**src/hdl/tx_sequencer_consts.svh**
```systemverilog
`ifndef TX_SEQUENCER_CONSTS_SVH
`define TX_SEQUENCER_CONSTS_SVH

// Register addresses on the serial port (six address bits)
`define ADDR_AMP0          6'h0A
`define ADDR_AMP1          6'h0B
`define ADDR_AMP2          6'h0C
`define ADDR_RAMP          6'h0D
`define ADDR_TXCTL         6'h0E

// Field positions in the transmitter control register
`define BIT_SYNTH_POWER    0
`define BIT_XO_REG_SUPPLY  1
`define BIT_PA_LEVEL_LO    2
`define BIT_PA_LEVEL_HI    3
`define BIT_SLEEP_REQ      7

// Field positions in the amplitude registers
`define BIT_ASK_SELECT     7
`define BIT_SDO_ENABLE     4
`define AMP_WRITE_MASK     8'h8F

// Reset value of every register
`define REG_RESET          8'h00

// Command opcodes (top two bits of the first byte)
`define OP_WRITE           2'h0
`define OP_READ            2'h1
`define OP_TRANSMIT        2'h2

// Option bits of the transmit command
`define OPT_AMP_HIGH_SEL   0
`define OPT_SYNC_EXIT      1
`define OPT_LOOP_ON_EN     2

// Timing counts in crystal clock cycles, and the low counter width in bits
`define ENLOW_CYCLES       65536
`define ENLOW_CNT_W        20
`define BAUD_DIV_DEFAULT   16

`endif

```
**src/hdl/tx_seq_pkg.sv**
```systemverilog
package tx_seq_pkg;

    // Operating modes, one-hot
    typedef enum logic [3:0] {
        MODE_PD  = 4'h1,
        MODE_XO  = 4'h2,
        MODE_SYN = 4'h4,
        MODE_TX  = 4'h8
    } mode_e;

    // Serial frame phase, one-hot
    typedef enum logic [2:0] {
        PH_CMD = 3'h1,
        PH_WR  = 3'h2,
        PH_RD  = 3'h4
    } phase_e;

    // Register set
    typedef struct packed {
        logic [7:0] amp0;
        logic [7:0] amp1;
        logic [7:0] amp2;
        logic [7:0] ramp;
        logic [7:0] txctl;
    } regs_s;

    // Power amplifier controls
    typedef struct packed {
        logic       enable;
        logic [1:0] level;
        logic [3:0] stages;
    } pa_ctrl_s;

    // Whole state of the sequencer
    typedef struct packed {
        mode_e      mode;
        phase_e     phase;
        logic [2:0] bitCnt;
        logic [5:0] addr;
        logic [7:0] shiftIn;
        logic [7:0] shiftOut;
        regs_s      regs;
        logic [19:0] enLowCnt;
        logic       enPrev;
        logic       sckPrev;
        logic       streaming;
        logic       paActive;
        logic       exitPending;
        logic [2:0] txOpts;
        logic       modData;
        logic       baudRestart;
        logic       synthPower;
        logic       xoEnable;
        logic       xoRegulated;
        logic       sdioOut;
        logic       sdioOe;
        logic       sdoOut;
        logic       sdoOe;
        logic       ckOut;
        pa_ctrl_s   pa;
    } seq_state_s;

endpackage

```
**src/hdl/tx_operating_mode_sequencer.sv**
```systemverilog
`timescale 1ns/1ns
`include "tx_sequencer_consts.svh"
module tx_operating_mode_sequencer #(
    parameter int ENLOW_CYCLES = `ENLOW_CYCLES,
    parameter int BAUD_DIV     = `BAUD_DIV_DEFAULT
) (
    // Clock and power-on reset
    input  wire logic clk_sys,
    input  wire logic rst_n,
    // Pins from outside, asynchronous
    input  wire logic enPin,
    input  wire logic sckPin,
    input  wire logic sdioIn,
    input  wire logic vregLowIn,
    // Serial data pins
    output logic      sdioOut,
    output logic      sdioOe,
    output logic      sdoOut,
    output logic      sdoOe,
    output logic      ckOut,
    // Analog controls
    output logic      synthPower,
    output logic      xoEnable,
    output logic      xoRegulated,
    output logic      modData,
    output tx_seq_pkg::pa_ctrl_s paCtrl,
    output tx_seq_pkg::mode_e    modeState
);
    import tx_seq_pkg::*;

    localparam logic [19:0] LOW_LIM    = 20'(ENLOW_CYCLES);
    localparam logic [19:0] LOW_LIM_M1 = 20'(ENLOW_CYCLES - 1);

    seq_state_s r_reg;
    seq_state_s r_next;
    logic [3:0] syncV;
    logic       baudTick;
    logic       baudClk;

    // Decoded events of the current cycle
    logic       enS;
    logic       sckS;
    logic       sdioS;
    logic       vregLowS;
    logic       enRise;
    logic       enFall;
    logic       sckRise;
    logic       sckFall;
    logic       longLow;
    logic       spiOn;
    logic [7:0] byteIn;
    logic       regWr;
    logic [5:0] wrAddr;
    logic [7:0] wrData;
    logic       txWr;
    logic       sleepReq;
    logic       txCmd;

    // Register read mux, unmapped addresses read as zero
    function automatic logic [7:0] readReg(input regs_s rg, input logic [5:0] a);
        case (a)
            `ADDR_AMP0:  readReg = rg.amp0;
            `ADDR_AMP1:  readReg = rg.amp1;
            `ADDR_AMP2:  readReg = rg.amp2;
            `ADDR_RAMP:  readReg = rg.ramp;
            `ADDR_TXCTL: readReg = rg.txctl;
            default:     readReg = 8'h00;
        endcase
    endfunction

    // Stage pattern: low level when data high and ASK enabled, else chosen high level
    function automatic logic [3:0] ampSelect(input regs_s rg, input logic hiSel,
                                             input logic dat);
        logic askOn;
        logic [3:0] hiLvl;
        askOn = hiSel ? rg.amp1[`BIT_ASK_SELECT] : rg.amp0[`BIT_ASK_SELECT];
        hiLvl = hiSel ? rg.amp1[3:0] : rg.amp0[3:0];
        ampSelect = (dat && askOn) ? rg.amp2[3:0] : hiLvl;
    endfunction

    pin_sync #(.WIDTH(4)) u_sync (
        .clk_sys (clk_sys),
        .rst_n   (rst_n),
        .asyncIn ({vregLowIn, sdioIn, sckPin, enPin}),
        .syncOut (syncV)
    );

    baud_gen #(.DIV(BAUD_DIV)) u_baud (
        .clk_sys (clk_sys),
        .rst_n   (rst_n),
        .restart (r_reg.baudRestart),
        .run     (r_reg.paActive),
        .tick    (baudTick),
        .baudClk (baudClk)
    );

    // Next state of the whole sequencer
    always_comb begin
        r_next   = r_reg;
        enS      = syncV[0];
        sckS     = syncV[1];
        sdioS    = syncV[2];
        vregLowS = syncV[3];
        enRise   = enS && !r_reg.enPrev;
        enFall   = !enS && r_reg.enPrev;
        sckRise  = sckS && !r_reg.sckPrev;
        sckFall  = !sckS && r_reg.sckPrev;
        byteIn   = {r_reg.shiftIn[6:0], sdioS};
        regWr    = 1'b0;
        wrAddr   = r_reg.addr;
        wrData   = byteIn;
        txCmd    = 1'b0;
        r_next.enPrev      = enS;
        r_next.sckPrev     = sckS;
        r_next.baudRestart = 1'b0;

        // Only an unbroken low period reaches the limit
        if (enS) begin
            r_next.enLowCnt = '0;
        end else if (r_reg.enLowCnt != LOW_LIM) begin
            r_next.enLowCnt = r_reg.enLowCnt + 20'h00001;
        end
        longLow = !enS && (r_reg.enLowCnt == LOW_LIM_M1);

        // Serial port is deaf in power-down and while data streams
        spiOn = (r_reg.mode != MODE_PD) && !r_reg.streaming;
        if (enRise) begin
            r_next.bitCnt = 3'h0;
            r_next.phase  = PH_CMD;
        end else if (spiOn && sckRise) begin
            r_next.shiftIn = byteIn;
            r_next.bitCnt  = r_reg.bitCnt + 3'h1;
            if (r_reg.bitCnt == 3'h7) begin
                case (r_reg.phase)
                    PH_CMD: begin
                        r_next.addr = byteIn[5:0];
                        case (byteIn[7:6])
                            `OP_WRITE: r_next.phase = PH_WR;
                            `OP_READ: begin
                                r_next.phase    = PH_RD;
                                r_next.shiftOut = readReg(r_reg.regs, byteIn[5:0]);
                            end
                            `OP_TRANSMIT: txCmd = 1'b1;
                            default: r_next.addr = r_reg.addr;
                        endcase
                    end
                    PH_WR: begin
                        regWr       = 1'b1;
                        r_next.addr = r_reg.addr + 6'h01;
                    end
                    PH_RD: begin
                        r_next.addr     = r_reg.addr + 6'h01;
                        r_next.shiftOut = readReg(r_reg.regs, r_reg.addr + 6'h01);
                    end
                    default: r_next.phase = PH_CMD;
                endcase
            end
        end else if (spiOn && sckFall && r_reg.phase == PH_RD && r_reg.bitCnt != 3'h0) begin
            r_next.shiftOut = {r_reg.shiftOut[6:0], 1'b0};
        end

        // Register writes; reserved bits 6:4 of AMP0 and AMP1 read back as zero
        txWr     = regWr && (wrAddr == `ADDR_TXCTL);
        sleepReq = txWr && wrData[`BIT_SLEEP_REQ];
        if (regWr) begin
            case (wrAddr)
                `ADDR_AMP0:  r_next.regs.amp0  = wrData & `AMP_WRITE_MASK;
                `ADDR_AMP1:  r_next.regs.amp1  = wrData & `AMP_WRITE_MASK;
                `ADDR_AMP2:  r_next.regs.amp2  = wrData;
                `ADDR_RAMP:  r_next.regs.ramp  = wrData;
                `ADDR_TXCTL: r_next.regs.txctl = wrData;
                default:     r_next.regs = r_reg.regs;
            endcase
        end

        // Stream data from the data pin, one bit per baud period
        if (r_reg.mode == MODE_TX && r_reg.streaming && baudTick) begin
            r_next.modData = sdioS;
        end

        // Mode transitions
        case (r_reg.mode)
            MODE_PD: begin
                if (enRise) begin
                    r_next.mode = MODE_XO;
                    r_next.regs.txctl[`BIT_SLEEP_REQ] = 1'b0;
                end
            end
            MODE_XO: begin
                if (txWr && wrData[`BIT_SYNTH_POWER]) begin
                    r_next.mode = MODE_SYN;
                end
            end
            MODE_SYN: begin
                if (txWr && !wrData[`BIT_SYNTH_POWER]) begin
                    r_next.mode = MODE_XO;
                end else if (txCmd && r_reg.regs.txctl[`BIT_SYNTH_POWER]) begin
                    r_next.mode        = MODE_TX;
                    r_next.streaming   = 1'b1;
                    r_next.txOpts      = byteIn[2:0];
                    r_next.paActive    = 1'b1;
                    r_next.baudRestart = 1'b1;
                end
            end
            MODE_TX: begin
                if (vregLowS) begin
                    r_next.regs.txctl[`BIT_SYNTH_POWER] = 1'b0;
                    r_next.mode = MODE_XO;
                end else if (txWr && !wrData[`BIT_SYNTH_POWER]) begin
                    r_next.mode = MODE_XO;
                end else if (txCmd) begin
                    // Resume without touching the baud timer keeps its phase
                    r_next.streaming = 1'b1;
                    r_next.txOpts    = byteIn[2:0];
                end else if (r_reg.streaming && enFall) begin
                    if (r_reg.txOpts[`OPT_LOOP_ON_EN]) begin
                        r_next.modData   = sdioS;
                        r_next.streaming = 1'b0;
                    end else if (r_reg.txOpts[`OPT_SYNC_EXIT]) begin
                        r_next.exitPending = 1'b1;
                    end else begin
                        r_next.mode = MODE_SYN;
                    end
                end else if (r_reg.exitPending && baudTick) begin
                    r_next.mode = MODE_SYN;
                end
            end
            default: r_next.mode = MODE_PD;
        endcase

        // Sleep request wins over all transitions but the long low
        if (sleepReq && r_reg.mode != MODE_PD) begin
            r_next.mode = MODE_PD;
        end
        if (longLow) begin
            r_next.mode   = MODE_PD;
            r_next.regs.txctl[`BIT_SYNTH_POWER] = 1'b0;
            r_next.bitCnt = 3'h0;
            r_next.phase  = PH_CMD;
        end
        if (r_next.mode != MODE_TX) begin
            r_next.streaming   = 1'b0;
            r_next.paActive    = 1'b0;
            r_next.exitPending = 1'b0;
        end

        // Registered outputs follow the next state
        r_next.synthPower  = (r_next.mode == MODE_SYN) || (r_next.mode == MODE_TX);
        r_next.xoEnable    = (r_next.mode != MODE_PD);
        r_next.xoRegulated = r_next.regs.txctl[`BIT_XO_REG_SUPPLY]
                             && (r_next.mode == MODE_TX);
        r_next.pa.enable   = r_next.paActive;
        r_next.pa.level    = r_next.regs.txctl[`BIT_PA_LEVEL_HI:`BIT_PA_LEVEL_LO];
        r_next.pa.stages   = r_next.paActive ? ampSelect(r_next.regs,
                             r_next.txOpts[`OPT_AMP_HIGH_SEL], r_next.modData) : 4'h0;
        r_next.ckOut       = r_next.paActive && baudClk;
        r_next.sdioOut     = r_next.shiftOut[7];
        r_next.sdoOut      = r_next.shiftOut[7];
        r_next.sdioOe      = (r_next.mode != MODE_PD) && !r_next.streaming
                             && (r_next.phase == PH_RD) && !r_next.regs.amp2[`BIT_SDO_ENABLE];
        r_next.sdoOe       = (r_next.mode != MODE_PD) && !r_next.streaming
                             && (r_next.phase == PH_RD) && r_next.regs.amp2[`BIT_SDO_ENABLE];
    end

    // State register; power-on reset lands in power-down
    always_ff @(posedge clk_sys) begin
        if (!rst_n) begin
            r_reg       <= '0;
            r_reg.mode  <= MODE_PD;
            r_reg.phase <= PH_CMD;
        end else begin
            r_reg <= r_next;
        end
    end

    assign sdioOut     = r_reg.sdioOut;
    assign sdioOe      = r_reg.sdioOe;
    assign sdoOut      = r_reg.sdoOut;
    assign sdoOe       = r_reg.sdoOe;
    assign ckOut       = r_reg.ckOut;
    assign synthPower  = r_reg.synthPower;
    assign xoEnable    = r_reg.xoEnable;
    assign xoRegulated = r_reg.xoRegulated;
    assign modData     = r_reg.modData;
    assign paCtrl      = r_reg.pa;
    assign modeState   = r_reg.mode;

    // Checks on the mode sequence
    property p_long_low;
        @(posedge clk_sys) disable iff (!rst_n)
        longLow |=> (r_reg.mode == MODE_PD) && !sdioOe && !sdoOe && !xoEnable;
    endproperty
    a_long_low: assert property (p_long_low) else $error("Long low did not power down");

    property p_long_low_synth;
        @(posedge clk_sys) disable iff (!rst_n)
        longLow |=> !r_reg.regs.txctl[`BIT_SYNTH_POWER] && !synthPower;
    endproperty
    a_long_low_synth: assert property (p_long_low_synth) else $error("Synth bit kept");

    property p_sleep;
        @(posedge clk_sys) disable iff (!rst_n)
        sleepReq && (r_reg.mode != MODE_PD) |=> (r_reg.mode == MODE_PD) ##1 !xoEnable;
    endproperty
    a_sleep: assert property (p_sleep) else $error("Sleep request ignored");

    property p_wake;
        @(posedge clk_sys) disable iff (!rst_n)
        (r_reg.mode == MODE_PD) && enRise |=>
            (r_reg.mode == MODE_XO) && !r_reg.regs.txctl[`BIT_SLEEP_REQ] && xoEnable;
    endproperty
    a_wake: assert property (p_wake) else $error("Enable rise did not wake");

    property p_synth_on;
        @(posedge clk_sys) disable iff (!rst_n)
        (r_reg.mode == MODE_XO) && txWr && wrData[`BIT_SYNTH_POWER]
            && !wrData[`BIT_SLEEP_REQ] && !longLow |=> (r_reg.mode == MODE_SYN) && synthPower;
    endproperty
    a_synth_on: assert property (p_synth_on) else $error("Synth did not power");

    property p_synth_off;
        @(posedge clk_sys) disable iff (!rst_n)
        (r_reg.mode == MODE_SYN) && txWr && !wrData[`BIT_SYNTH_POWER]
            && !wrData[`BIT_SLEEP_REQ] && !longLow |=> (r_reg.mode == MODE_XO) && !synthPower;
    endproperty
    a_synth_off: assert property (p_synth_off) else $error("Synth did not stop");

    property p_tx_entry;
        @(posedge clk_sys) disable iff (!rst_n)
        $rose(r_reg.mode == MODE_TX) |->
            $past(r_reg.regs.txctl[`BIT_SYNTH_POWER]) && $past(txCmd) && r_reg.baudRestart;
    endproperty
    a_tx_entry: assert property (p_tx_entry) else $error("Illegal transmit entry");

    property p_brownout;
        @(posedge clk_sys) disable iff (!rst_n)
        (r_reg.mode == MODE_TX) && vregLowS && !longLow && !sleepReq |=>
            (r_reg.mode == MODE_XO) && !r_reg.regs.txctl[`BIT_SYNTH_POWER] && !paCtrl.enable;
    endproperty
    a_brownout: assert property (p_brownout) else $error("Brown-out not handled");

    property p_hold_data;
        @(posedge clk_sys) disable iff (!rst_n)
        (r_reg.mode == MODE_TX) && !r_reg.streaming ##1 (r_reg.mode == MODE_TX)
            |-> $stable(modData);
    endproperty
    a_hold_data: assert property (p_hold_data) else $error("Held data changed");

    property p_xo_reg;
        @(posedge clk_sys) disable iff (!rst_n)
        xoRegulated |-> (r_reg.mode == MODE_TX) && r_reg.regs.txctl[`BIT_XO_REG_SUPPLY];
    endproperty
    a_xo_reg: assert property (p_xo_reg) else $error("Regulated supply outside transmit");

    property p_low_count;
        @(posedge clk_sys) disable iff (!rst_n)
        enS |=> (r_reg.enLowCnt == 20'h00000);
    endproperty
    a_low_count: assert property (p_low_count) else $error("Low counter not cleared");

    c_long_low: cover property (@(posedge clk_sys) disable iff (!rst_n) longLow);
    c_tx_entry: cover property (@(posedge clk_sys) disable iff (!rst_n)
                                $rose(r_reg.mode == MODE_TX));
    c_loop_hold: cover property (@(posedge clk_sys) disable iff (!rst_n)
                                 (r_reg.mode == MODE_TX) && $fell(r_reg.streaming));
    c_brownout: cover property (@(posedge clk_sys) disable iff (!rst_n)
                                (r_reg.mode == MODE_TX) && vregLowS);
endmodule

```
**src/hdl/pin_sync.sv**
```systemverilog
`timescale 1ns/1ns
module pin_sync #(
    parameter int WIDTH = 4
) (
    // Clock and reset
    input  wire logic             clk_sys,
    input  wire logic             rst_n,
    // Pins
    input  wire logic [WIDTH-1:0] asyncIn,
    output logic      [WIDTH-1:0] syncOut
);
    typedef struct packed {
        logic [WIDTH-1:0] stage1;
        logic [WIDTH-1:0] stage2;
    } sync_s;

    sync_s syncReg;
    sync_s syncNext;

    // First stage feeds only the second stage
    always_comb begin
        syncNext        = syncReg;
        syncNext.stage1 = asyncIn;
        syncNext.stage2 = syncReg.stage1;
    end

    always_ff @(posedge clk_sys) begin
        if (!rst_n) begin
            syncReg <= '0;
        end else begin
            syncReg <= syncNext;
        end
    end

    assign syncOut = syncReg.stage2;
endmodule

```
**src/hdl/baud_gen.sv**
```systemverilog
`timescale 1ns/1ns
module baud_gen #(
    parameter int DIV = 16
) (
    // Clock and reset
    input  wire logic clk_sys,
    input  wire logic rst_n,
    // Control
    input  wire logic restart,
    input  wire logic run,
    // Baud outputs
    output logic      tick,
    output logic      baudClk
);
    localparam int W = (DIV > 1) ? $clog2(DIV) : 1;
    localparam logic [W-1:0] LAST = W'(DIV - 1);

    typedef struct packed {
        logic [W-1:0] cnt;
        logic         clk;
        logic         tick;
    } baud_s;

    baud_s baudReg;
    baud_s baudNext;

    // Half period of DIV cycles; holding while stopped keeps the phase
    always_comb begin
        baudNext      = baudReg;
        baudNext.tick = 1'b0;
        if (restart) begin
            baudNext.cnt = '0;
            baudNext.clk = 1'b0;
        end else if (run) begin
            if (baudReg.cnt == LAST) begin
                baudNext.cnt  = '0;
                baudNext.clk  = ~baudReg.clk;
                baudNext.tick = baudReg.clk; // New bit on falling baud edge
            end else begin
                baudNext.cnt = baudReg.cnt + W'(1);
            end
        end
    end

    always_ff @(posedge clk_sys) begin
        if (!rst_n) begin
            baudReg <= '0;
        end else begin
            baudReg <= baudNext;
        end
    end

    assign tick    = baudReg.tick;
    assign baudClk = baudReg.clk;
endmodule

```
**config.mk**
```make
export PLATFORM = sky130hd
export DESIGN_NAME = tx_operating_mode_sequencer
export DESIGN_NICKNAME = d
export VERILOG_FILES = /design/src/hdl/tx_seq_pkg.sv /design/src/hdl/tx_operating_mode_sequencer.sv /design/src/hdl/pin_sync.sv /design/src/hdl/baud_gen.sv
export VERILOG_INCLUDE_DIRS = /design/src /design/src/hdl
export SDC_FILE = /design/constraint.sdc
export NUM_CORES = 1
export LEC_CHECK = 0
export CAP_MARGIN = 5
export CORE_UTILIZATION = 38
export CTS_CLUSTER_SIZE = 28
export DETAILED_ROUTE_END_ITERATION = 10
export DONT_BUFFER_PORTS = 1
export PLACE_DENSITY = 0.48
export SYNTH_ARGS = -nofsm -noshare
export SYNTH_HDL_FRONTEND = slang
export SYNTH_SLANG_ARGS = --single-unit
```
**constraint.sdc**
```tcl
create_clock -name clk_sys -period 3.5 [get_ports clk_sys]
set_input_delay 0.35 -clock clk_sys [delete_from_list [all_inputs] [get_ports clk_sys]]
set_output_delay 0.35 -clock clk_sys [all_outputs]
set_load 0.02 [all_outputs]
```
* Yosys cells after proc, flatten, opt, wreduce, memory -nomap -nowiden *
Index checks and enable logic that the tools add are counted.

storage, ports and cells
  register bits = 122
  bits of input ports = 6
  output and inout port bits = 20
  word-level logic and storage cells = 234

operators by class
  $add $sub $neg = 4
  eq/ne operators = 43
  multiplexer cells = 79
  bitwise operators = 10
  reductions and logical operators = 60

operators with widths
  kind                   count
  $eq 6x4->1 const B     15
  $pmux 8 s5             2
  $mux 8                 9
  $mux 4                 15
  $mux 40                1
  $mux 1                 31
  $logic_and 1x1->1      27
  $add 20x1->20 const B  1
  $eq 20x16->1 const B   1
  $mux 20                1
  $ne 20x17->1 const B   1
  $mux 6                 3
  $pmux 3 s2             3
  $pmux 4 s4             1
  $pmux 8 s2             1
  $mux 3                 5
  $eq 4x4->1 const B     3
  $ne 2x2->1 const B     6
  $pmux 6 s2             1
  $reduce_and 2->1       6
  $mux 10                1
  $mux 5                 2
  $not 1->1              10
  $reduce_and 5->1       2
  28 further kinds       48

* Longest topological paths before layout *
Gate-level depths: netlist of the first run.

  depth after elaboration = 18
  mapped depth = 11
  depth with buffers taken out = 10

* Modules after synthesis *
A second synthesis of the first run with hierarchy kept.

second synthesis, totals
  cells, all modules = 713
  area, all modules = 6269.8 um^2

by module, submodules not included
  module                       times used  cells an instance  area each (um^2)  seq. area each (um^2)
  tx_operating_mode_sequencer  1           669                5805.6            2102.0
  baud_gen                     1           28                 254.0             120.1
  pin_sync                     1           16                 210.2             160.2

* Least setup slack after synthesis of the first run *
No wires, ideal clock.

  kind = reg-to-reg
  start = register r_reg[107] (netlist name)
  end = register r_reg (netlist bit paCtrl[1])
  setup time = 86 ps
  data arrival time = 2774 ps
  data required time = 3414 ps
  setup slack = 640 ps
  stages on the path, launching flop included = 11
  path buffers = 1
  period minus slack after synthesis = 2860 ps
  cell sequence = dfxtp_1 > ha_1 > ha_1 > nand3b_1 > or4_1 > or4_1 > buf_2 > mux2i_1 > mux2_4 > or2_2 > a211oi_1

on the way
  cells in the longest elaborated chain, start to end = 14
  elaborated cells on any way between the ends = 41
  classes of those cells = eq/ne: 2; mux: 31; reduce/logical: 8

RTL lines
  item                               RTL line                                                                RTL
  from (decl)                        tx_operating_mode_sequencer.sv:34                                       seq_state_s r_reg;
  from (signal assigned)             tx_operating_mode_sequencer.sv:272                                      r_reg <= r_next;
  $eq 3x3->1 *                       tx_operating_mode_sequencer.sv:133                                      if (r_reg.bitCnt == 3'h7) begin
  $mux 1                             tx_operating_mode_sequencer.sv:133
  $mux 1                             tx_operating_mode_sequencer.sv:130                                      end else if (spiOn && sckRise) begin
  $mux 1                             tx_operating_mode_sequencer.sv:127                                      if (enRise) begin
  $logic_and 1x1->1                  tx_operating_mode_sequencer.sv:163                                      txWr = regWr && (wrAddr == `ADDR_TXCTL);
  $logic_and 1x1->1                  tx_operating_mode_sequencer.sv:195, tx_operating_mode_sequencer.sv:209
  $mux 4                             tx_operating_mode_sequencer.sv:209                                      end else if (txWr && !wrData[`BIT_SYNTH_POWER]) begin
  $mux 4                             tx_operating_mode_sequencer.sv:206                                      if (vregLowS) begin
  $pmux 4 s4                         tx_operating_mode_sequencer.sv:182                                      case (r_reg.mode)
  $mux 4                             tx_operating_mode_sequencer.sv:232                                      if (sleepReq && r_reg.mode != MODE_PD) begin
  $mux 10                            tx_operating_mode_sequencer.sv:235                                      if (longLow) begin
  $ne 4x4->1                         tx_operating_mode_sequencer.sv:241                                      if (r_next.mode != MODE_TX) begin
  $mux 3                             tx_operating_mode_sequencer.sv:241
  $reduce_and 2->1 (no source line)  -

Every way passes the cells marked *; elsewhere a longest branch is shown, timed or not. The select of a mux whose other input is x is not followed.
A chain may end at the register's enable or synchronous reset.

* Final worst setup path of the first run *
  start = register r_reg[107] (netlist name)
  end = register r_reg (netlist bit paCtrl[2])

Same word-level chain as after synthesis.

==> results of run 1 <==
-- layout by cell type (no fill, tap or decap), drive strengths merged, types with 17 or more instances in the layout --
master and n:
inv 23, nor2b 22, o21ai 37, mux2 17, a21oi 36, nor2 53, clkbuf 19, nand2 72
nand3 23, mux2i 24, and2 34, a21boi 21, dfxtp 119
-- critical path: stages (launching register included) --
cell and delay (ns):
dfxtp_1 0.37, ha_1 0.18, ha_1 0.16, nand3b_1 0.15, or4_1 0.55, or4_1 0.65
mux2i_1 0.19, mux2_4 0.30, or2_2 0.34, a211oi_1 0.23
-- layout make-up --
class	instances	area [um2]
fill	1562	8560
multi-input combinational	529	3400
sequential	119	2380
clock buffer	19	453
tap	211	264
clock inverter	13	193
timing repair buffer	14	105
inverter	20	75.1
-- final timing paths --
check,endpoint,slack (ns),cells past startpoint
setup reg to reg,paCtrl[2],0.30,9
setup / recovery,paCtrl[2],0.30,9
hold reg to reg,u_sync.syncOut[0],0.43,1
hold / removal,u_sync.syncNext[1],0.05,1
-- routing by layer --
| layer | vias up | share of wire |
|---|---|---|
| met5 | - | 0 |
| met4 | 0 | 0.015 |
| met2 | 148 | 0.45 |
| met3 | 29 | 0.056 |
| met1 | 2421 | 0.48 |
| li1 | 2513 | - |
-- kinds of logic (layout without fill, tap and decap cells) --
group / count (synthesis) / after routing / synth area share
xor+xnor: 25 / 25 / 0.0358
buf+inv: 75 / 66 / 0.0549
flops: 119 / 119 / 0.390
compound gates: 147 / 147 / 0.156
simple gates: 305 / 305 / 0.268
fa+ha+maj: 11 / 11 / 0.0225
mux: 41 / 41 / 0.0733
-- stage by stage --
| stage | total power [mW] | setup slack [ns] |
|---|---|---|
| after floorplan | 1.45 | 0.640 |
| after global placement | 1.45 | 0.470 |
| after detailed placement | 1.45 | 0.290 |
| after CTS | 3.37 | 0.304 |
| after global routing | 3.43 | 0.154 |
| final | 3.33 | 0.299 |
-- synthesized netlist by cell type, drive strengths merged (8+ instances only) --
cell type and number:
dfxtp 119, nand2 72, nor2 53, o21ai 37, a21oi 36, clkbuf 36, and2 34, mux2i 24
nand3 23, nor2b 22, a21boi 21, inv 20, buf 19, mux2 17, nor3 15, xnor2 15
and3 11, ha 11, nand2b 10, nor3b 10, xor2 10, nor4 9, a222oi 8
-- power by group through the flow --
stage	clock network, mW	logic [mW]	registers (mW)
final	1.90	0.0536	1.37
after global routing	2.00	0.0594	1.37
after CTS	1.95	0.0535	1.37
after detailed placement	0	0.0533	1.40
after global placement	0	0.0530	1.40
after floorplan	0	0.0493	1.40
==> results.md, run 1 <==
- Run status: finished clean
- CP endpoint kind: flip-flop
- Vias in the first global route: 4872
- Period utilization: 0.915
- FMAX: 0.312 GHz
- Gates resized, CTS repair: 0
- Share of layout cells above drive strength 1: 0.104
- Hold Slack: about 0.054 ns
- H-tree levels: 4
- Die width: 129 um
- Async S/R FF share, synth: 0
- Pwr dens: 484 mW/mm2
- Post-synthesis cell count: 723
- Unrepaired setup endpoints after global routing: no
- Crit path launch: r_reg[107]
- Post-synth EDFFs: 0
- Worst r2r src: r_reg[107]
- # DRC: 0
- Final setup TNS: 0 ns
- Buffers added on ports: 0
- Syn_nets: 740
- Layout area overhead: 12.4%
- Top cells by area, synth: dfxtp_1 39%, nand2_1 4.4%, mux2i_1 3.8%
- Clock sink total: 119
- Clock share of power: 0.571
- Combinational share of power: 0.016
- Area after DPL: around 0.0062 mm2
- Most Crowded Layer GR: met2
- Avg Cell Area, Syn: 8.45 um2
- HP Start: rst_n
- Die ar.: 0.0166 mm2
- Post-Route Skew: 0.00781 ns
- Gpl congestion: approximately 0.9
- Leakage: 2.45 nW
- Clock tree buffer depth: 2
- Yosys cell types: 60
- Largest net degree at the start of global routing: 76
- CP startpoint kind: flip-flop
- Yosys Warn Count: 0
- Top cell type by total area after synthesis: dfxtp_1
- WS Path Type: reg -> reg
- Core Util, Final: 0.445
- Final instance area: roughly 0.007 mm2
- Initial core utilization: 0.396
- Antenna violations before repair: 0
- Worst path required time: around 3.8 ns
- Hold/Removal Path Class: in -> reg
- Critical-path maximum fanout: 5
- Slew HR: 0.556
- Worst slew pin tran: 0.666 ns
- Antenna Nets Post-Route: 0
- Int Power: about 2.6 mW
- Max reg flops: 76
- DRT Pass-1 Iters: 6
- Final WL: 16.0 mm
- Core Area: 0.0154 mm2
- Rows: 45
- Main synth FF type: dfxtp_1
- CTS tree: built
- Die height: 129 um
- Grt ovf: 0
- Tmin final: 3.20 ns
- Initial DRC count: 428
- Sequential fraction of design power: 0.412
- Synth Cell Area: 0.00611 mm2
- Yosys top cell area share: 0.390
- Switch Pwr: 704 uW
- First-pass GRT wire length: 26.1 mm
- Root Buffer Master: clkbuf_16
- Final setup viols: 0
- Worst-Skew Late Latency: 0.42 ns
- Final Hold Viols: 0
- Placed Cells: 893
- Num CTS Buffers: 17
- Sequential share of the synthesized area: 0.390
- Final Max Slew Viols: 0
- #FFs+latches synth: 119
- Final HPWL DP: about 11 mm
- Post-CTS Hold Buffers: 0
- Peak VDD IR: 0.326 mV
- Ant diodes: 0
- Met1 usage: 0.276
- Num ports: 26
- Non-filler cells, final: 925
- Routed WL per cell: 17.3 um
- Grt met3 use: 0.0545
- Max Cap Viol: 0
- Vias: 5111
- Switching share of total power: 0.212
- Nets: 718
- Postcts setup bufs: 0
- GRT Resource Usage Total: 0.206
- GR met2 Demand/Resource: 0.317
- Via/cell ratio: 5.53
- Worst EP arrival: 3.53 ns
- CTS clock-pin slew for the worst setup and hold paths: ~0.06 ns
Note: power is estimated with default switching activity, not from simulation.
==> run 2, diff against run 1 <==
CELL_PAD_IN_SITES_DETAIL_PLACEMENT = 1   (was default)
CELL_PAD_IN_SITES_GLOBAL_PLACEMENT = 1   (was default)
PLACE_DENSITY = 0.61   (was 0.48)
==> run 2 against run 1 <==
  * Critical path depth is the same
  * Largest power group unchanged
  * Clock power is essentially flat
  * Wire length grew 12%
  * Cell count grew 0.11%
  * Critical endpoint unchanged
  * Clock skew grew 0.0027 ns
  * Setup slack lost 0.084 ns
  * Power shrank 0.83%
  * Sequential power is essentially flat
  * Highest routed layer unchanged
  * Global-route usage grew 2.6 points
  * Die area is the same
  * Clock-buffer cell count grew 1
==> results.md, run 2 (synthesized netlist as in run 1, its figures left out) <==
- Run status: finished clean
- Worst slew pin tran: 0.983 ns (+0.317 ns)
- Pwr dens: 481 mW/mm2 (-0.72%)
- Die width: 129 um (unchanged)
- Switch Pwr: 727 uW (+3.3%)
- GRT Resource Usage Total: 0.232 (+0.0261)
- Hold Crit Depth: 1 (unchanged)
- WS Path Type: reg -> reg
- Critical-path top delay cell: or4_1
- Critical path depth in cells: 9 (unchanged)
- Switching share of total power: 0.220 (+0.00871)
- Max Cap Viol: 0 (unchanged)
- Num ports: 26 (unchanged)
- Antenna violations before repair: 0 (unchanged)
- Vias in the first global route: 5333 (+9.5%)
- Num CTS Buffers: 17 (unchanged)
- Most frequent cells in the layout: 119 x dfxtp_1, 72 x nand2_1, 53 x nor2_1
- Buffers added on ports: 0 (unchanged)
- Peak per-stage delay on the critical path: 0.66 ns (about the same)
- Worst R2R Path Depth: 9 (unchanged)
- Placed Cells: 894 (+0.11%)
- CP endpoint kind: flip-flop
- Share of layout cells above drive strength 1: 0.105 (+0.00125)
- Fillcell total: 1845 (+18%)
- Rows: 45 (unchanged)
- Sequential fraction of design power: 0.416 (+0.004)
- Clock tree buffer depth: 2 (unchanged)
- DRT Pass-1 Iters: 5 (-1)
- Final setup TNS: 0 ns (unchanged)
- Gpl congestion: 0.872 (-0.91%)
- Layout area overhead: 12.3%
- Clock share of power: 0.567 (-0.004)
- Root Buffer Master: clkbuf_16
- Period utilization: 0.939 (+0.0240)
- Nets: 719 (+0.14%)
- Area after DPL: 0.00623 mm2 (+0.12%)
- Final Max Slew Viols: 0 (unchanged)
- Area of the multi-input gates: 0.00340 mm2 (unchanged)
- Grt ovf: 0 (unchanged)
- WP buf/inv: 0 (unchanged)
- Leakage: 2.45 nW (+0.12%)
- Worst-Skew Late Latency: 0.43 ns (about the same)
- Met1 usage: 0.306 (+0.0301)
- Peak VDD IR: 0.355 mV (+9.0%)
- Int Power: 2.57 mW (-1.9%)
- Antenna Nets Post-Route: 0 (unchanged)
- Initial core utilization: 0.396 (unchanged)
- Final HPWL DP: 12.5 mm (+12%)
- Post-Route Skew: 0.0105 ns (+0.00273 ns)
- Most Crowded Layer GR: met2
- Die ar.: 0.0166 mm2 (unchanged)
- CTS tree: built
- FMAX: 0.304 GHz (-2.6%)
- Total power: 3.30 mW (-0.83%)
- Final WL: 17.9 mm (+12%)
- Worst path required time: 3.82 ns (about the same)
- Critical-path maximum fanout: 5 (unchanged)
- Hold Slack: 0.0405 ns (-0.0130 ns)
- Post-CTS Hold Buffers: 0 (unchanged)
- Unrepaired setup endpoints after global routing: no
- DP Worst Slack: 0.273 ns (-0.0166 ns)
- Hold/Removal Path Class: in -> reg
- Delay-heaviest family, CP: simple AND/OR/NAND/NOR gates
- Crit path cell chain: ha_1 -> ha_1 -> nand3b_1 -> or4_1 -> or4_1 -> mux2i_1 -> mux2_4 -> or2_2 -> a211oi_1
- Final instance area: 0.00686 mm2 (-0.11%)
- Max reg flops: 76 (unchanged)
- First-pass GRT wire length: 29.2 mm (+12%)
- Commonest non-fill, non-tap cell in the layout: dfxtp_1
- Largest net degree at the start of global routing: 76 (unchanged)
- Postcts setup bufs: 0 (unchanged)
- Core Area: 0.0154 mm2 (unchanged)
- Final worst setup slack: 0.215 ns (-0.0841 ns)
- Initial DRC count: 356 (-17%)
- CTS clock-pin slew for the worst setup and hold paths: 0.06 ns (about the same)
- # DRC: 0 (unchanged)
- Die height: 129 um (unchanged)
- Non-filler cells, final: 926 (+0.11%)
- Core Util, Final: 0.445 (-0.000487)
- Final Hold Viols: 0 (unchanged)
- GR met2 Demand/Resource: 0.363 (+0.0458)
- Gates resized, CTS repair: 0 (unchanged)
- Ant diodes: 0 (unchanged)
- Grt met3 use: 0.0570 (+0.00249)
- Vias: 5224 (+2.2%)
- Register area: 0.00238 mm2 (unchanged)
- Routed WL per cell: 19.3 um (+11%)
- Slew HR: 0.343 (-0.213)
- Worst EP arrival: 3.60 ns (+0.07 ns)
- H-tree levels: 4 (unchanged)
- Combinational share of power: 0.017 (about the same)
- Tmin final: 3.28 ns (+0.0841 ns)
- CP startpoint kind: flip-flop
- Final setup viols: 0 (unchanged)
- Via/cell ratio: 5.64 (+2.1%)
- Clock sink total: 119 (unchanged)
-- run 2: changes by cell type in the layout (fill, tap and decap cells not counted) --
cell	before	now
bufinv_16	4	3
clkbuf_8	2	3
buf_4	14	15
inv_6	3	4
clkinvlp_4	2	1
-- run 2: cell type report --
class | count | share of cell area
flip-flops and latches | 119 | 0.347
well taps | 211 | 0.0385
clock inverters | 12 | 0.0239
multi-input cells | 529 | 0.495
repair buffers | 15 | 0.0164
clock buffers | 20 | 0.0680
inverters | 20 | 0.0109
-- run 2: final timing paths --
check                     start            endpoint  slack, ns
max                  r_reg[107]           paCtrl[2]       0.22
min                       rst_n  u_sync.syncNext[3]       0.04
max reg2reg          r_reg[107]           paCtrl[2]       0.22
min reg2reg  u_sync.syncNext[2]   u_sync.syncOut[2]       0.44
-- run 2: power by group through the flow --
| stage | clock [mW] | sequential [mW] | combinational [mW] |
|---|---|---|---|
| after global routing | 1.96 | 1.37 | 0.0605 |
| after global placement | 0 | 1.40 | 0.0538 |
| after floorplan | 0 | 1.40 | 0.0493 |
| after detailed placement | 0 | 1.40 | 0.0550 |
| final | 1.87 | 1.37 | 0.0547 |
| after CTS | 1.91 | 1.37 | 0.0553 |
-- run 2: per-layer routing --
layer,share of wire,vias to the layer above
met3,0.039,28
met4,0.020,0
met1,0.49,2580
met5,0,-
met2,0.45,102
li1,-,2514
-- run 2: worst reg2reg max path, cell delays in order (launching register included) --
cell	delay, ns
dfxtp_1	0.37
ha_1	0.17
ha_1	0.15
nand3b_1	0.14
or4_1	0.53
or4_1	0.66
mux2i_1	0.20
mux2_4	0.30
or2_2	0.34
a211oi_1	0.31
==> run 3, diff against run 2 <==
PLACE_DENSITY = 0.6   (was 0.61)
SYNTH_HIERARCHICAL = 1   (was default)
==> run 3 against run 2 <==
  * Fmax is 8.2% higher
  * Register-to-register slack better by 0.25 ns
  * Final area is 3.3% higher
  * Power is 2.5% higher
  * Sequential power hardly changed
==> results.md, run 3 <==
- Run status: finished clean
- Top cells by area, synth: dfxtp_1 38%, mux2i_1 8.6%, nor2b_1 4.4%
- Root Buffer Master: clkbuf_16
- Met2 WL post-DR: 8.42 mm (+3.5%)
- Post-Route Skew: 0.00901 ns (-0.00153 ns)
- Gates resized, CTS repair: 0 (unchanged)
- Max Cap Viol: 0 (unchanged)
- Avg Cell Area, Syn: 8.79 um2 (+4.0%)
- First-pass GRT wire length: 28.8 mm (-1.3%)
- H-tree levels: 4 (unchanged)
- Yosys top cell area share: 0.380 (-0.00988)
- Slew HR: 0.475 (+0.132)
- Antenna violations before repair: 0 (unchanged)
- Register area: 0.00238 mm2 (unchanged)
- Mux cell area share after synthesis: 0.0920 (+0.0187)
- Pwr dens: 477 mW/mm2 (-0.82%)
- CP endpoint kind: flip-flop
- Yosys cell types: 64 (+6.7%)
- Switch Pwr: 757 uW (+4.1%)
- Unrepaired setup endpoints after global routing: no
- Routed WL per cell: 19.5 um (+0.86%)
- Vias in the first global route: 5161 (-3.2%)
- Top-count cell post-synth: dfxtp_1
- Largest net degree at the start of global routing: 77 (+1.3%)
- Top Metal Used: met4
- Period utilization: 0.867 (-0.0713)
- Nets: 717 (-0.28%)
- Final Hold Viols: 0 (unchanged)
- Fillcell total: 1895 (+2.7%)
- WP buf/inv: 0 (unchanged)
- Die height: 130 um (+1.3%)
- Final HPWL DP: 12.7 mm (+1.1%)
- #FFs+latches synth: 119 (unchanged)
- Combinational family with the most area after synthesis: simple AND/OR/NAND/NOR gates
- Worst EP arrival: 3.36 ns (-0.24 ns)
- Most frequent cells in the layout: 119 x dfxtp_1, 67 x nor2_1, 54 x mux2i_1
- Share of layout cells above drive strength 1: 0.104 (-0.00111)
- Core Area: 0.0160 mm2 (+3.7%)
- Num ports: 26 (unchanged)
- Worst-Skew Late Latency: 0.42 ns (about the same)
- CP startpoint kind: flip-flop
- Final Max Slew Viols: 0 (unchanged)
- Die ar.: 0.0170 mm2 (+2.6%)
- Gpl congestion: 0.821 (-5.9%)
- Top cell type by total area after synthesis: dfxtp_1
- Worst path required time: 3.82 ns (about the same)
- Num CTS Buffers: 17 (unchanged)
- Via/cell ratio: 5.59 (-0.99%)
- Clock tree buffer depth: 2 (unchanged)
- Vias: 5189 (-0.67%)
- Critical-path top delay cell: dfxtp_1
- Synth cell count leaders: 119 x dfxtp_1, 67 x nor2_1, 54 x mux2i_1
- Leakage: 2.51 nW (+2.6%)
- Grt ovf: 0 (unchanged)
- Yosys Warn Count: 6 (+6)
- Sequential share of the synthesized area: 0.380 (-0.00988)
- Hold Slack: 0.0481 ns (+0.00758 ns)
- Post-synthesis simple-gate area fraction: 0.283 (+0.0146)
- Area of the multi-input gates: 0.00359 mm2 (+5.5%)
- Commonest non-fill, non-tap cell in the layout: dfxtp_1
- # DRC: 0 (unchanged)
- Sequential fraction of design power: 0.408 (-0.008)
- Ant diodes: 0 (unchanged)
- Int Power: 2.62 mW (+2.0%)
- Worst slew pin tran: 0.787 ns (-0.196 ns)
- Antenna Nets Post-Route: 0 (unchanged)
- FMAX: 0.329 GHz (+8.2%)
- Post-synthesis cell count: 713 (-1.4%)
- Die width: 130 um (+1.3%)
- Post-synth EDFFs: 0 (unchanged)
- Rows: 46 (+2.2%)
- WS Path Type: reg -> reg
- Hold/Removal Path Class: in -> reg
- Metal3 WL: 628 um (-9.0%)
- Post-synthesis xor/xnor area fraction: 0.0307 (-0.00510)
- Critical-path maximum fanout: 9 (+4)
- Tmin final: 3.04 ns (-0.249 ns)
- Synth Cell Area: 0.00627 mm2 (+2.6%)
- CTS clock-pin slew for the worst setup and hold paths: 0.06 ns (about the same)
- Initial DRC count: 400 (+12%)
- Combinational share of power: 0.019 (+0.002)
- GRT Resource Usage Total: 0.224 (-0.00745)
- CTS tree: built
- Post-Synth Adder-Cell Area: 0.0220 (-0.000571)
- Postcts setup bufs: 0 (unchanged)
- Peak VDD IR: 0.320 mV (-9.9%)
- Layout area overhead: 13.1%
- Crit path cell chain: nor4b_4 -> nand2_1 -> a211oi_4 -> mux2i_1 -> mux2i_2 -> o211ai_1 -> a211oi_1
- Synth Area in Compound Gates: 0.143 (-0.0129)
- Buffers added on ports: 0 (unchanged)
- Initial core utilization: 0.392 (-0.00426)
- Final WL: 18.1 mm (+1.2%)
- Peak per-stage delay on the critical path: 0.65 ns (about the same)
- Final setup viols: 0 (unchanged)
- Clock share of power: 0.573 (+0.006)
- Syn_nets: 730 (-1.4%)
- Max reg flops: 76 (unchanged)
- Async S/R FF share, synth: 0 (unchanged)
- Post-CTS Hold Buffers: 0 (unchanged)
- Main synth FF type: dfxtp_1
- Delay-heaviest family, CP: multiplexers
- Clock sink total: 119 (unchanged)
- Final setup TNS: 0 ns (unchanged)
- Switching share of total power: 0.224 (+0.00344)
- DRT Pass-1 Iters: 5 (unchanged)
- Metal-1 WL: 8.83 mm (+1.3%)
==> run 3: cells by family (layout without fill, tap and decap cells) <==
logic type	after synthesis	in the layout
buffers and inverters	69	69
DFF	119	119
muxes	56	56
xor gates and xnor gates	22	22
adders and majority gates	11	11
AOI/OAI and AO/OA	129	129
and+or+nand+nor	307	307
==> run 3: area by class of cell <==
cell class              count  share of cell area
repair buffers             18              0.0191
flip-flops and latches    119               0.336
multi-input cells         525               0.506
well taps                 216              0.0381
clock buffers              18              0.0619
clock inverters            14              0.0295
inverters                  19              0.0101
==> run 3: power groups by stage <==
stage	registers (mW)	clock network [mW]	logic (mW)
final	1.38	1.94	0.0639
after detailed placement	1.41	0	0.0646
after global routing	1.38	2.03	0.0705
after floorplan	1.40	0	0.0599
after global placement	1.41	0	0.0634
after CTS	1.38	1.97	0.0648
==> run 3: through the flow <==
step	instances	power (mW)	setup WS [ns]	utilization	instance area (um2)
after global routing	929	3.48	0.289	0.443	7090
after global placement	897	1.47	0.653	0.403	6440
after detailed placement	897	1.47	0.488	0.403	6440
after CTS	929	3.41	0.450	0.443	7090
final	929	3.38	0.465	0.443	7090
after floorplan	713	1.46	1.03	-	6270
==> run 3: path summary, 6_finish.rpt <==
path	cells past startpoint	slack [ns]	from	endpoint
hold reg to reg	2	0.43	u_baud/baudClk	ckOut
hold / removal	1	0.05	sdioIn	u_sync/syncNext[2]
setup / recovery	7	0.46	modeState[2]	paCtrl[1]
setup reg to reg	7	0.46	modeState[2]	paCtrl[1]
==> run 3: per-layer routing <==
layer  global-route usage  vias up
li1                     -     2511
met1                0.299     2577
met2                0.364       85
met3               0.0464       16
met4               0.0696        0
met5                    0        -
